File: src/hdl/gtc_defines.svh
// Behaviour
// (RULE1) Count is 16 bits as low and high byte registers, both readable and writable.
// (RULE2) Count rolls over from FFFF to 0000; rollover is the interrupt event.
// (RULE3) Setting timer_run enables counting.
// (RULE4) Clearing timer_run stops counting and keeps the count value.
// (RULE5) count_source_select set uses the external pin, clear uses oscillator divided by four.
// (RULE6) Timer mode with 1:1 prescale advances once per instruction cycle.
// (RULE7) Counter mode advances on rising edges of the external clock only.
// (RULE8) sync_disable clear synchronizes external clock; set runs it unsynchronized; the code synchronizes it through the same two stages in both settings.
// (RULE9) With internal source selected sync_disable is ignored.
// (RULE10) With gate_enable set, gate low lets count run, gate high holds it.
// (RULE11) Gating works in both modes; gate_enable clear ignores the gate pin.
// (RULE12) prescale_select 11=1:8, 10=1:4, 01=1:2, 00=1:1 on the selected clock.
// (RULE13) lp_osc_enable selects crystal source only in internal RC mode without clock output.
// (RULE14) Software sets count_source_select and lp_osc_enable and configures internal RC mode.
// (RULE15) Rollover sets rollover_flag; software clears it before re-enabling interrupt.
// (RULE16) Only power-on or brownout reset clears control; other resets leave timer state.
// (RULE17) Enabled low-power oscillator runs regardless of timer_run and during sleep.
// (RULE18) Low byte wrapping increments the high byte in the same count step.
`ifndef GTC_DEFINES_SVH
`define GTC_DEFINES_SVH

`define GTC_ADDR_W        3
`define GTC_A_COUNT_LOW   3'h0
`define GTC_A_COUNT_HIGH  3'h1
`define GTC_A_CONTROL     3'h2
`define GTC_A_STATUS      3'h3
`define GTC_A_MASK        3'h4

`define GTC_B_RUN         0
`define GTC_B_SRC         1
`define GTC_B_SYNC_DIS    2
`define GTC_B_LP_OSC      3
`define GTC_B_PS_LO       4
`define GTC_B_PS_HI       5
`define GTC_B_GATE_EN     6
`define GTC_CTRL_MASK     8'h7f
`define GTC_CTRL_RESET    8'h00
`define GTC_ST_ROLLOVER   0
`define GTC_ST_MASK       8'h01

`define GTC_INSTR_DIV     2'h3
`define GTC_BYTE_MAX      8'hff
`define GTC_ZERO8         8'h00

`endif

File: src/hdl/gtc_pkg.sv
package gtc_pkg;
    typedef enum logic [1:0] {
        GTC_SRC_INSTR,
        GTC_SRC_EXT_SYNC,
        GTC_SRC_EXT_RAW
    } gtc_src_e;
endpackage : gtc_pkg

File: src/hdl/gtc_prescaler.sv
`timescale 1ns/1ps
`default_nettype none
`include "gtc_defines.svh"
module gtc_prescaler
    import gtc_pkg::*;
(
    input  wire logic       i_clk,
    input  wire logic       i_resetn,
    input  wire logic       i_ce,
    input  wire logic       i_tick,
    input  wire logic       i_clear,
    input  wire logic [1:0] i_sel,
    output logic            o_step
);
    typedef struct packed {
        logic [2:0] cnt;
        logic       step;
    } gtc_ps_s;

    gtc_ps_s st_ff;
    gtc_ps_s nxt_st;
    logic [2:0] limit;

    always_comb begin
        limit = 3'((3'h1 << i_sel) - 3'h1);
        nxt_st = st_ff;
        nxt_st.step = 1'b0;
        if (i_clear) begin
            nxt_st.cnt = 3'h0;
        end else if (i_tick) begin
            if (st_ff.cnt >= limit) begin    // see (RULE12)
                nxt_st.cnt  = 3'h0;
                nxt_st.step = 1'b1;
            end else begin
                nxt_st.cnt = 3'(st_ff.cnt + 3'h1);
            end
        end
    end

    always_ff @(posedge i_clk or negedge i_resetn) begin
        if (!i_resetn) begin
            st_ff <= '0;
        end else if (i_ce) begin
            st_ff <= nxt_st;
        end
    end

    assign o_step = st_ff.step;
endmodule : gtc_prescaler
`default_nettype wire

File: src/hdl/gtc_timer.sv
// The address map and the address-and-strobe port were decided locally.
`timescale 1ns/1ps
`default_nettype none
`include "gtc_defines.svh"
module gtc_timer
    import gtc_pkg::*;
(
    input  wire logic                   i_clk,
    input  wire logic                   i_resetn,
    input  wire logic                   i_ce,
    input  wire logic [`GTC_ADDR_W-1:0] i_addr,
    input  wire logic [7:0]             i_wdata,
    input  wire logic                   i_wr,
    input  wire logic                   i_rd,
    input  wire logic                   i_ext_count_clock,
    input  wire logic                   i_gate_input_n,
    input  wire logic                   i_lp_crystal_clock,
    input  wire logic                   i_internal_rc_mode,
    output logic [7:0]                  o_rdata,
    output logic                        o_irq,
    output logic                        o_lp_osc_on
);
    typedef struct packed {
        logic [7:0] count_low;
        logic [7:0] count_high;
        logic [7:0] control;
        logic [7:0] status;
        logic [7:0] mask;
        logic [7:0] rdata;
        logic       irq;
        logic       lp_on;
        logic [1:0] div;
        logic       ext_s1;
        logic       ext_s2;
        logic       ext_s3;
    } gtc_st_s;

    gtc_st_s st_ff;
    gtc_st_s nxt_st;

    logic     ps_step;
    logic     tick;
    logic     gate_open;
    logic     src_sel;
    logic     lp_sel;
    logic     ext_lvl;
    logic     ps_clear;
    logic     roll;
    gtc_src_e src_mode;

    function automatic logic bit_of(input logic [7:0] r, input int idx);
        bit_of = r[idx];
    endfunction : bit_of

    function automatic logic [7:0] mask_write(input logic [7:0] d);
        mask_write = d & `GTC_CTRL_MASK;
    endfunction : mask_write

    ////////////////////////////////////////////////////////////////////
    // Count source selection

    always_comb begin
        src_sel = bit_of(st_ff.control, `GTC_B_SRC);
        // Crystal replaces the pin only in internal RC mode
        lp_sel  = bit_of(st_ff.control, `GTC_B_LP_OSC) && i_internal_rc_mode; // see (RULE13)
        ext_lvl = st_ff.ext_s2;
        if (!src_sel) begin
            src_mode = GTC_SRC_INSTR;  // see (RULE9)
        end else if (bit_of(st_ff.control, `GTC_B_SYNC_DIS)) begin
            src_mode = GTC_SRC_EXT_RAW;
        end else begin
            src_mode = GTC_SRC_EXT_SYNC;
        end
        gate_open = !bit_of(st_ff.control, `GTC_B_GATE_EN) || !i_gate_input_n; // see (RULE10) see (RULE11)
        case (src_mode)
            GTC_SRC_INSTR:    tick = (st_ff.div == `GTC_INSTR_DIV);  // see (RULE5) see (RULE6)
            // Rising edge of two-stage synchronised pin, third stage holds history
            GTC_SRC_EXT_SYNC: tick = ext_lvl && !st_ff.ext_s3;       // see (RULE7) see (RULE8)
            // Unsynchronised mode: edge taken off the same second and third stages as synchronised mode
            GTC_SRC_EXT_RAW:  tick = st_ff.ext_s2 && !st_ff.ext_s3;  // see (RULE8)
            default:          tick = 1'b0;
        endcase
        tick = tick && bit_of(st_ff.control, `GTC_B_RUN) && gate_open; // see (RULE3) see (RULE4)
        // A stopped timer restarts its prescaler from zero
        ps_clear = !bit_of(st_ff.control, `GTC_B_RUN);
    end

    gtc_prescaler u_prescaler (
        .i_clk    (i_clk),
        .i_resetn (i_resetn),
        .i_ce     (i_ce),
        .i_tick   (tick),
        .i_clear  (ps_clear),
        .i_sel    (st_ff.control[`GTC_B_PS_HI:`GTC_B_PS_LO]),
        .o_step   (ps_step)
    );

    ////////////////////////////////////////////////////////////////////
    // Next state

    always_comb begin
        nxt_st = st_ff;
        nxt_st.div = 2'(st_ff.div + 2'h1);
        // Pin choice: crystal or count pin
        nxt_st.ext_s1 = (lp_sel && st_ff.lp_on) ? i_lp_crystal_clock : i_ext_count_clock;
        nxt_st.ext_s2 = st_ff.ext_s1;
        nxt_st.ext_s3 = st_ff.ext_s2;
        // Oscillator follows its enable and the internal RC mode, not the run bit
        nxt_st.lp_on = lp_sel;  // see (RULE17)

        roll = 1'b0;
        if (ps_step) begin
            nxt_st.count_low = 8'(st_ff.count_low + 8'h01);  // see (RULE1)
            if (st_ff.count_low == `GTC_BYTE_MAX) begin
                nxt_st.count_high = 8'(st_ff.count_high + 8'h01);  // see (RULE18)
                if (st_ff.count_high == `GTC_BYTE_MAX) begin
                    roll = 1'b1;  // see (RULE2)
                end
            end
        end

        if (i_wr) begin
            case (i_addr)
                `GTC_A_COUNT_LOW:  nxt_st.count_low  = i_wdata;  // see (RULE1)
                `GTC_A_COUNT_HIGH: nxt_st.count_high = i_wdata;
                `GTC_A_CONTROL:    nxt_st.control    = mask_write(i_wdata);
                `GTC_A_MASK:       nxt_st.mask       = i_wdata & `GTC_ST_MASK;
                // Write one clears; the rollover set is merged in below
                `GTC_A_STATUS:     nxt_st.status = st_ff.status & ~i_wdata; // see (RULE15)
                default:           nxt_st.rdata = st_ff.rdata;
            endcase
        end

        // Set wins over a clear written in the same cycle
        nxt_st.status[`GTC_ST_ROLLOVER] = nxt_st.status[`GTC_ST_ROLLOVER] | roll;  // see (RULE15)
        nxt_st.rdata = `GTC_ZERO8;
        if (i_rd) begin
            case (i_addr)
                `GTC_A_COUNT_LOW:  nxt_st.rdata = st_ff.count_low;
                `GTC_A_COUNT_HIGH: nxt_st.rdata = st_ff.count_high;
                `GTC_A_CONTROL:    nxt_st.rdata = st_ff.control;
                `GTC_A_STATUS:     nxt_st.rdata = st_ff.status;
                `GTC_A_MASK:       nxt_st.rdata = st_ff.mask;
                default:           nxt_st.rdata = `GTC_ZERO8;
            endcase
        end
        nxt_st.irq = |(nxt_st.status & nxt_st.mask);
    end

    ////////////////////////////////////////////////////////////////////
    // State register; reset input is the power-on or brownout reset

    always_ff @(posedge i_clk or negedge i_resetn) begin
        if (!i_resetn) begin
            st_ff <= '0;  // see (RULE16)
        end else if (i_ce) begin
            st_ff <= nxt_st;
        end
    end

    assign o_rdata     = st_ff.rdata;
    assign o_irq       = st_ff.irq;
    assign o_lp_osc_on = st_ff.lp_on;
endmodule : gtc_timer
`default_nettype wire

File: config.mk
export PLATFORM = sky130hd
export DESIGN_NAME = gtc_timer
export DESIGN_NICKNAME = d
export VERILOG_FILES = /design/src/hdl/gtc_pkg.sv /design/src/hdl/gtc_prescaler.sv /design/src/hdl/gtc_timer.sv
export VERILOG_INCLUDE_DIRS = /design/src /design/src/hdl
export SDC_FILE = /design/constraint.sdc
export NUM_CORES = 1
export LEC_CHECK = 0
export ABC_CLOCK_PERIOD_IN_PS = 5780
export BUFFER_PORTS_ARGS = -buffer_cell sky130_fd_sc_hd__buf_2
export CORE_UTILIZATION = 30
export CTS_CLUSTER_SIZE = 25
export DETAILED_ROUTE_END_ITERATION = 8
export PLACE_DENSITY = 0.49
export SETUP_SLACK_MARGIN = 0.15
export SLEW_MARGIN = 25
export SYNTH_ARGS = -nofsm -noshare
export SYNTH_HDL_FRONTEND = slang
export SYNTH_HIERARCHICAL = 1
export SYNTH_SLANG_ARGS = --single-unit
File: constraint.sdc
create_clock -name i_clk -period 5.78 [get_ports i_clk]
set_clock_uncertainty 0.05 [all_clocks]
set_input_delay 0.289 -clock i_clk [delete_from_list [all_inputs] [get_ports i_clk]]
set_output_delay 0.289 -clock i_clk [all_outputs]
set_load 0.02 [all_outputs]
======== Word-level counts from Yosys, hierarchy flattened ========
Cells that the tools add are included.
operators by class
  add/sub/neg operators ................... 5
  $lt $le $gt $ge ......................... 1
  eq/ne operators ......................... 10
  shift-type cells ........................ 1
  multiplexer cells ....................... 22
  bitwise gates (word level) .............. 4
  reduce and logical (&&, ||, !) cells .... 15
operators by type and width
  cell                                                             number
  48-bit 2-to-1 mux                                                1
  8-bit 2-to-1 mux                                                 6
  8-bit one-hot mux with 5 select lines                            1
  8-bit by 1-bit adder with 8-bit output, second input constant    2
  8-bit bitwise AND                                                2
  8-bit == test, second input constant                             2
  16-bit 2-to-1 mux                                                1
  8-bit NOT                                                        1
  8-bit OR reduction                                               1
  7-bit 2-to-1 mux                                                 1
  3-bit by 2-bit == test with 1-bit output, second input constant  2
  1-bit 2-to-1 mux                                                 6
  3-bit 2-to-1 mux                                                 2
  1-bit logical AND                                                5
  2-bit == test, second input constant                             2
  2-bit 2-to-1 mux                                                 2
  4-bit 2-to-1 mux                                                 1
  3-bit by 1-bit adder with 3-bit output, second input constant    1
  3-bit by 1-bit == test with 1-bit output, second input constant  1
  3-bit == test, second input constant                             1
  3-bit >= comparator                                              1
  1-bit zero test                                                  3
  3-bit zero test                                                  1
  3-bit AND reduction                                              1
  11 further kinds                                                 11
storage, ports and cells
  register bits after elaboration ......... 58
  input bits .............................. 20
  output and inout bits ................... 10
  logic and storage cells ................. 72

======== Logic depth before layout (Yosys ltp) ========
Gate-level depths: netlist (run 1).
  depth in word-level cells ............... 9
  mapped depth ............................ 7
  gate-level depth less buffers ........... 7

======== By module ========
Netlist (run 1), hierarchy kept.
by module, submodules not included
  module         instances  cells an instance  area each (µm²)  sequential area each (µm²)
  gtc_timer      1          308                2957.8           1351.3
  gtc_prescaler  1          31                 302.8            100.1

======== Worst setup path before layout (run 1) ========
No wires, ideal clock.
  path kind ............................... reg-to-reg
  start point ............................. reg st_ff[33] (netlist bit)
  end point ............................... reg u_prescaler/st_ff[3] (netlist bit)
  library setup time ...................... 66 ps
  arrival ................................. 2114 ps
  required time ........................... 5664 ps
  slack ................................... 3550 ps
  stages on the path, launching flop included .. 8
  buffers on the path ..................... 0
  clock period less this slack ............ 2230 ps
  path through ............................ dfrtp_1 -> nand2b_1 -> ha_1 -> a32oi_1 -> a2111oi_0 -> nand2_1 -> nor4_1 -> a221o_1
between the ends
  cells in the longest elaborated chain, start to end .. 9
  elaborated cells on any way between the ends .. 11
  those cells by class .................... eq/ne: 3; mux: 3; reduce/logical: 5
RTL lines
  element                                                                    line                 source
  from (decl)                                                                gtc_timer.sv:38      gtc_st_s st_ff;
  from (signal assigned)                                                     gtc_timer.sv:157     st_ff <= nxt_st;
  2-bit 2-to-1 mux (*)                                                       gtc_timer.sv:69      end else if (bit_of(st_ff.control, `GTC_B_SYNC_DIS)) begin
  2-bit 2-to-1 mux (*)                                                       gtc_timer.sv:67      if (!src_sel) begin
  2-bit == test or 2-bit by 1-bit == test with 1-bit output (tied branches)  gtc_timer.sv:75      case (src_mode)
  2-bit OR reduction (no line)                                               n/a
  1-bit one-hot mux with 2 select lines (*)                                  gtc_timer.sv:75
  1-bit logical AND (*) (2 in a row)                                         gtc_timer.sv:83      tick = tick && bit_of(st_ff.control, `GTC_B_RUN) && gate_open;
  via tick                                                                   gtc_timer.sv:42      logic tick;
  2-bit by 1-bit inequality test with 1-bit output (no line) (*)             n/a
  2-bit AND reduction (no line) (*)                                          n/a
  to (signal assigned)                                                       gtc_prescaler.sv:44  st_ff <= nxt_st;
  to (decl)                                                                  gtc_prescaler.sv:20  gtc_ps_s st_ff;
Mark *: on every way through the listed nets, which the timed path passes. The rest lies on a longest branch.
A chain may end at the register's enable or synchronous reset.

======== Final worst setup path (run 1) ========
Same ends and word-level chain as after synthesis.

==> results of run 1 <==
per-layer routing:
| metal | track usage (%) | vias up | share of wire (%) |
|---|---|---|---|
| met5 | 0 | - | 0 |
| met4 | 4.365 | 0 | 1.0 |
| met3 | 5.334 | 6 | 6.8 |
| met2 | 23.38 | 73 | 44 |
| met1 | 24.77 | 1253 | 48 |
| li1 | - | 1271 | - |
worst paths after layout:
kind	endpoint	depth (start not counted)	slack, ns	from
max	u_prescaler/st_ff[3]	7	3.22	st_ff[33]
min	st_ff[39]	2	0.06	i_resetn
max reg2reg	u_prescaler/st_ff[3]	7	3.22	st_ff[33]
min reg2reg	st_ff[3]	1	0.42	st_ff[3]
max in group asynchronous	st_ff[48]	2	5.15	i_resetn
min in group i_clk	st_ff[30]	2	0.15	i_wdata[7]
critical path, cell delays in order, from the launching register on:
cell and delay [ns]:
dfrtp_1 0.40, nand2b_1 0.18, ha_1 0.29, a32oi_1 0.08, a2111oi_0 0.74, nand2_1 0.25, nor4_1 0.35, a221o_1 0.16
flip-flops by register name, summed over array words and instances (netlist names):
| name | cells |
|---|---|
| src_sel | 1 |
| o_lp_osc_on | 1 |
| st_ff | 41 |
| o_irq | 1 |
| nxt_st | 1 |
| u_prescaler/o_step | 1 |
| o_rdata | 8 |
| u_prescaler/st_ff | 3 |
| ext_lvl | 1 |
cells in the final DEF, fill, tap and decap left out, types with 11 or more instances in the layout:
cell and n:
nand3_1 11, inv_1 21, nor2_1 12, o21ai_0 17
a21oi_1 32, dfrtp_1 58, buf_2 29, o22ai_1 19
nand2_1 28, mux2_2 15, a22oi_1 16
logic make-up (layout without fill, tap and decap cells):
group / Yosys count / count (layout) / synth area share, %
compound gates: 120 / 120 / 24.25
simple gates: 86 / 86 / 14.77
flops: 58 / 58 / 44.51
buf+inv: 47 / 68 / 6.638
mux: 18 / 18 / 6.101
fa+ha+maj: 9 / 9 / 3.454
xor+xnor: 1 / 1 / 0.2687
report_power, final:
part / switching (W) / leakage (nW) / internal, W
registers: 0.0000934 / 0.734 / 0.000476
clock network: 0.000165 / 0.109 / 0.000253
logic: 0.000156 / 0.774 / 0.000122
total: 0.000414 / 1.62 / 0.000850
stage by stage:
step | power, W | instances | instance area (um2)
4_1_cts | 0.001279 | 496 | 3672
3_5_place_dp | 0.0008546 | 480 | 3453
2_1_floorplan | 0.0007559 | 339 | 3261
5_1_grt | 0.001349 | 496 | 3672
3_3_place_gp | 0.0008463 | 480 | 3453
6_report | 0.001264 | 496 | 3672
area by class of cell:
type	count	area share, %
Clock buffer	11	3.850
Multi-Input combinational cell	234	43.37
Tap cell	136	4.634
Clock inverter	5	2.112
Inverter	21	2.147
Sequential cell	58	39.52
Timing Repair Buffer	31	4.361
==> out/metrics.yaml, run 1 <==
floorplanning:
  placementRows: 37
  start_util_pct: 31.30
  die_h_um: 106.3
  core_um2: 10420
  fp.dieArea_um2: 11290
  io_pins: 30
  die_w_um: 106.3
clocking:
  numCtsBuffers: 9
  postCtsSetupBuffers: 0
  cts_sinks: 58
  insertion_delay_ns: 0.34
  cts_resized: 0
  cts_tree: "done"
  htreeDepth: 3
  ctsHoldBuffers: 0
  cts_root_buf: "clkbuf_8"
  cts.reportedPaths.clkPinSlew_ns: 0.07
  clock_path_buffers: 2
power:
  irDropWorstVdd_mv: 0.1962
  power.leakage_nw: 1.618
  power_density_nw_per_um2: 344.3
global_routing:
  grt_pass1_vias: 2547
  grt_start_max_net_pins: 59
  grt-ovfl-total: 0
  grt_pass1_wl_um: 14190
  grt_use_total_pct: 16.80
  antenna_found_initial: 0
sta:
  fin_setup_tns_ns: 0
  tightestPinTransition_ns: 0.8340
  min_period_ns: 2.555
  period_share_pct: 44.21
  hold_viol: 0
  slew_viol_final: 0
  setup_viol: 0
  fmax_ghz: 0.3914
  hold_ws_ns: 0.05514
  rsz0062_at_grt: "no"
  slew_headroom_pct: 42.97
  fin_ws_ns: 3.225
place:
  pre_cts_ws_ns: 3.212
  io_buffer_count: 29
  hpwl_um: 6055
  gp_congestion: 0.8176
layout:
  fin_util_pct: 35.26
  nNetsFinal: 384
  seq_area_um2: 1451
  num-fill-cells: 1075
  antenna_cells: 0
  multi_input_area_um2: 1593
  drive_gt1_share_pct: 19.72
  synthToLayoutAreaGrowth_pct: 12.62
synth:
  async_flop_share_pct: 100.0
  yosysTopAreaCellShare_pct: 44.51
  yosysWarnings: 6
  synth_top_area_cell: "dfrtp_1"
  postSynthAreaPerCell_um2: 9.618
  synth-edff-count: 0
  synth_fp_nets: 368
  netlist_area_um2: 3261
  synth.area.top_cells: "dfrtp_1 (45%), mux2_2 (5.2%), a21oi_1 (4.9%)"
  synth_common_cells: "dfrtp_1 (58), a21oi_1 (32), nand2_1 (28)"
  synthCells: 339
  ys.flop_type: "dfrtp_1"
  ys_seq_area_share_pct: 44.51
  synth-seq-cells: 58
  synth.distinct_cells: 52
  synth.most_common_cell: "dfrtp_1"
drt:
  drc: 0
  wire_per_inst_um: 17.37
  drtPass1Iterations: 4
  antenna_left: 0
  drt-initial-drc-count: 151
  vias: 2603
  routed_wl_um: 8617
  via_per_inst: 5.248
worst_setup_path:
  crit_type: "reg -> reg"
  arrival_ns: 2.79
  cp-end-kind: "flip-flop"
  crit_path_start_kind: "flip-flop"
  crit_fanout: 4
  required_ns: 6.01
min_path:
  worstHoldPathType: "in -> async"
run:
  max-cap-violations: 0
run_status:
  status: "finished clean"
No activity file was read; power rests on OpenSTA's default activity.
==> run 2, diff against run 1 <==
--- a/config.mk
+++ b/config.mk
@@ -6,12 +6,12 @@
 export SDC_FILE = /design/constraint.sdc
 export NUM_CORES = 1
 export LEC_CHECK = 0
-export ABC_CLOCK_PERIOD_IN_PS = 5780
+export ABC_CLOCK_PERIOD_IN_PS = 2100
 export BUFFER_PORTS_ARGS = -buffer_cell sky130_fd_sc_hd__buf_2
 export CORE_UTILIZATION = 30
 export CTS_CLUSTER_SIZE = 25
 export DETAILED_ROUTE_END_ITERATION = 8
-export PLACE_DENSITY = 0.49
+export PLACE_DENSITY = 0.51
 export SETUP_SLACK_MARGIN = 0.15
 export SLEW_MARGIN = 25
 export SYNTH_ARGS = -nofsm -noshare
==> constraint.sdc (replaced) <==
create_clock -name i_clk -period 2.1 [get_ports i_clk]
set_clock_uncertainty 0.05 [all_clocks]
set_input_delay 0.105 -clock i_clk [delete_from_list [all_inputs] [get_ports i_clk]]
set_output_delay 0.105 -clock i_clk [all_outputs]
set_load 0.02 [all_outputs]
==> run 2 against run 1 <==
Final area grew 4.0%. Combinational power rose to 3.3 times the previous value. Power rose to 2.7 times the previous value. Sequential share of layout area shrank 1.5 points. Global-route usage rose by 0.41 points. Cell count grew 3.4%. Sequential cell count is the same. Largest power group unchanged.
==> out/metrics.yaml, run 2 (same netlist as run 1, synthesis figures left out) <==
power:
  intPower_w: 0.002165  # was 0.0008503 W
  seq_power_share_pct: 46.6  # was 45.0%
  irDropWorstVdd_mv: 0.4527  # was 0.1962 mV
  power_density_nw_per_um2: 878.1  # was 344.3 nW/um2
  switchingPower_w: 0.001188  # was 0.0004141 W
  p_clk_share_pct: 25.8  # was 33.1%
  power.leakage_nw: 1.684  # was 1.618 nW
  netSwitchingFraction_pct: 35.42  # was 32.75%
  p_comb_share_pct: 27.6  # was 21.9%
worst_setup_path:
  crit_fanout: 3  # was 4
  max_stage_delay_ns: 0.41  # was 0.74 ns
  crit_path_start_kind: "flip-flop"  # unchanged
  worst-path-buf-inv: 1  # was 0
  crit_type: "reg -> reg"  # unchanged
  required_ns: 2.29  # was 6.01 ns
  cp-end-kind: "flip-flop"  # unchanged
  cp_cell_sequence: "nand2b_4, ha_4, a32oi_4, a2111oi_4, buf_4, o21ai_2, a221o_1"  # was nand2b_1, ha_1, a32oi_1, a2111oi_0, nand2_1, nor4_1, a221o_1
  crit_slowest_cell: "dfrtp_1"  # was a2111oi_0
  critPathTopFamily: "compound AO/OA/AOI/OAI gates"  # unchanged
  arrival_ns: 2.07  # was 2.79 ns
sta:
  fin_setup_tns_ns: 0  # unchanged
  min_period_ns: 1.885  # was 2.555 ns
  period_share_pct: 89.77  # was 44.21%
  tightestPinTransition_ns: 0.7775  # was 0.8340 ns
  setup_viol: 0  # unchanged
  rsz0062_at_grt: "yes"  # was no
  slew_headroom_pct: 48.17  # was 42.97%
  fmax_ghz: 0.5305  # was 0.3914 GHz
  slew_viol_final: 0  # unchanged
  hold_viol: 0  # unchanged
global_routing:
  antenna_found_initial: 0  # unchanged
  grt_pass1_vias: 2707  # was 2547
  grt_use_total_pct: 17.22  # was 16.80%
  grt_pass1_wl_um: 14430  # was 14190 um
  grt-ovfl-total: 0  # unchanged
  grt_start_max_net_pins: 59  # unchanged
floorplanning:
  placementRows: 37  # unchanged
  io_pins: 30  # unchanged
  fp.dieArea_um2: 11290  # unchanged
  core_um2: 10420  # unchanged
  start_util_pct: 31.30  # unchanged
  die_h_um: 106.3  # unchanged
  die_w_um: 106.3  # unchanged
clocking:
  clock_path_buffers: 2  # unchanged
  cts_tree: "done"  # unchanged
  numCtsBuffers: 9  # unchanged
  cts_root_buf: "clkbuf_8"  # unchanged
  insertion_delay_ns: 0.35  # was 0.34 ns
  cts_sinks: 58  # unchanged
  cts.reportedPaths.clkPinSlew_ns: 0.07  # about the same
  htreeDepth: 3  # unchanged
drt:
  wire_per_inst_um: 17.22  # was 17.37 um
  drtPass1Iterations: 4  # unchanged
  met2WireLength_um: 3770  # was 3795 um
  wirelength_met1_um: 4340  # was 4145 um
  top_layer: "met4"  # unchanged
  routed_wl_um: 8833  # was 8617 um
  met3_length_um: 600  # was 586 um
  via_per_inst: 5.259  # was 5.248
  vias: 2698  # was 2603
  drc: 0  # unchanged
  drt-initial-drc-count: 173  # was 151
  antenna_left: 0  # unchanged
layout:
  max_flop_register: "st_ff"  # unchanged
  largest_reg_flops: 41  # unchanged
  drive_gt1_share_pct: 23.87  # was 19.72%
  final_area_um2: 3819  # was 3672 um2
  mostFrequentLayoutCell: "dfrtp_1"  # unchanged
  synthToLayoutAreaGrowth_pct: 17.11  # was 12.62%
  antenna_cells: 0  # unchanged
  nNetsFinal: 402  # was 384
  final_cell_mix: "dfrtp_1 (57), a21oi_1 (32), buf_2 (29)"  # was dfrtp_1 (58), a21oi_1 (32), buf_2 (29)
  num-fill-cells: 1057  # was 1075
place:
  gp_congestion: 0.8371  # was 0.8176
  placed_area_um2: 3512  # was 3453 um2
  hpwl_um: 6170  # was 6055 um
  io_buffer_count: 29  # unchanged
min_path:
  worstHoldPathType: "in -> reg"  # was in -> async
run:
  max-cap-violations: 0  # unchanged
run_status:
  status: "finished clean"  # unchanged
==> run 2: layer usage <==
metal  GRT usage, %  vias up
li1               -     1314
met1          24.88     1296
met2          24.35       78
met3          5.150       10
met4          5.357        0
met5              0        -
==> run 2: layout make-up <==
cell class | count | area, um2 | share of cell area, %
well taps | 136 | 170.2 | 4.456
inverters | 21 | 78.83 | 2.064
clock buffers | 11 | 131.4 | 3.440
clock inverters | 4 | 20.02 | 0.5242
flip-flops and latches | 58 | 1453 | 38.04
repair buffers | 49 | 307.8 | 8.060
multi-input cells | 234 | 1658 | 43.41
==> run 2: final timing paths <==
kind	depth (start not counted)	startpoint	endpoint	slack, ns
max in group asynchronous	3	i_resetn	o_rdata[0]	1.08
worst min register to register	1	st_ff[3]	st_ff[3]	0.43
worst max-delay path	7	st_ff[33]	u_prescaler/st_ff[3]	0.21
worst min-delay path	3	i_ext_count_clock	nxt_st[1]	0.01
worst max register to register	7	st_ff[33]	u_prescaler/st_ff[3]	0.21
min in group asynchronous	3	i_resetn	st_ff[40]	0.38
==> run 2: timing repair <==
| item | CTS | global route |
|---|---|---|
| hold endpoints to repair | 62 | 0 |
| setup endpoints to repair | 3 | 5 |
| pin swaps | 5 | 2 |
| hold buffers | 5 | 0 |
| setup buffers | 4 | 2 |
| resized for setup | 4 | 7 |
==> run 2: worst min-delay path: cells and delay by family <==
kind	cells	cell delay, ns
AO/OA/AOI/OAI	1	0.13
buffers and inverters	1	0.08
multiplexers	1	0.06
==> run 2: power by group through the flow <==
stage | Combinational [W] | Clock, W | Sequential, W
2_1_floorplan | 0.000594 | 0 | 0.00149
3_3_place_gp | 0.000795 | 0 | 0.00156
3_5_place_dp | 0.000806 | 0 | 0.00157
4_1_cts | 0.000886 | 0.000896 | 0.00155
5_1_grt | 0.00104 | 0.000934 | 0.00158
6_report | 0.000926 | 0.000864 | 0.00156
==> run 2: stage by stage <==
| step | util [%] | std cells | hold WS, ns | power, W | worst slack [ns] |
|---|---|---|---|---|---|
| floorplan | - | 339 | -0.2406 | 0.002088 | 0.2561 |
| global placement | 33.72 | 487 | 0.2669 | 0.002355 | 0.1437 |
| detailed placement | 33.72 | 487 | 0.2706 | 0.002373 | 0.05831 |
| CTS | 36.32 | 511 | 0.005346 | 0.003332 | 0.1218 |
| global route | 36.66 | 513 | 0.01317 | 0.003554 | 0.1003 |
| finish | 36.66 | 513 | 0.01288 | 0.003353 | 0.2149 |
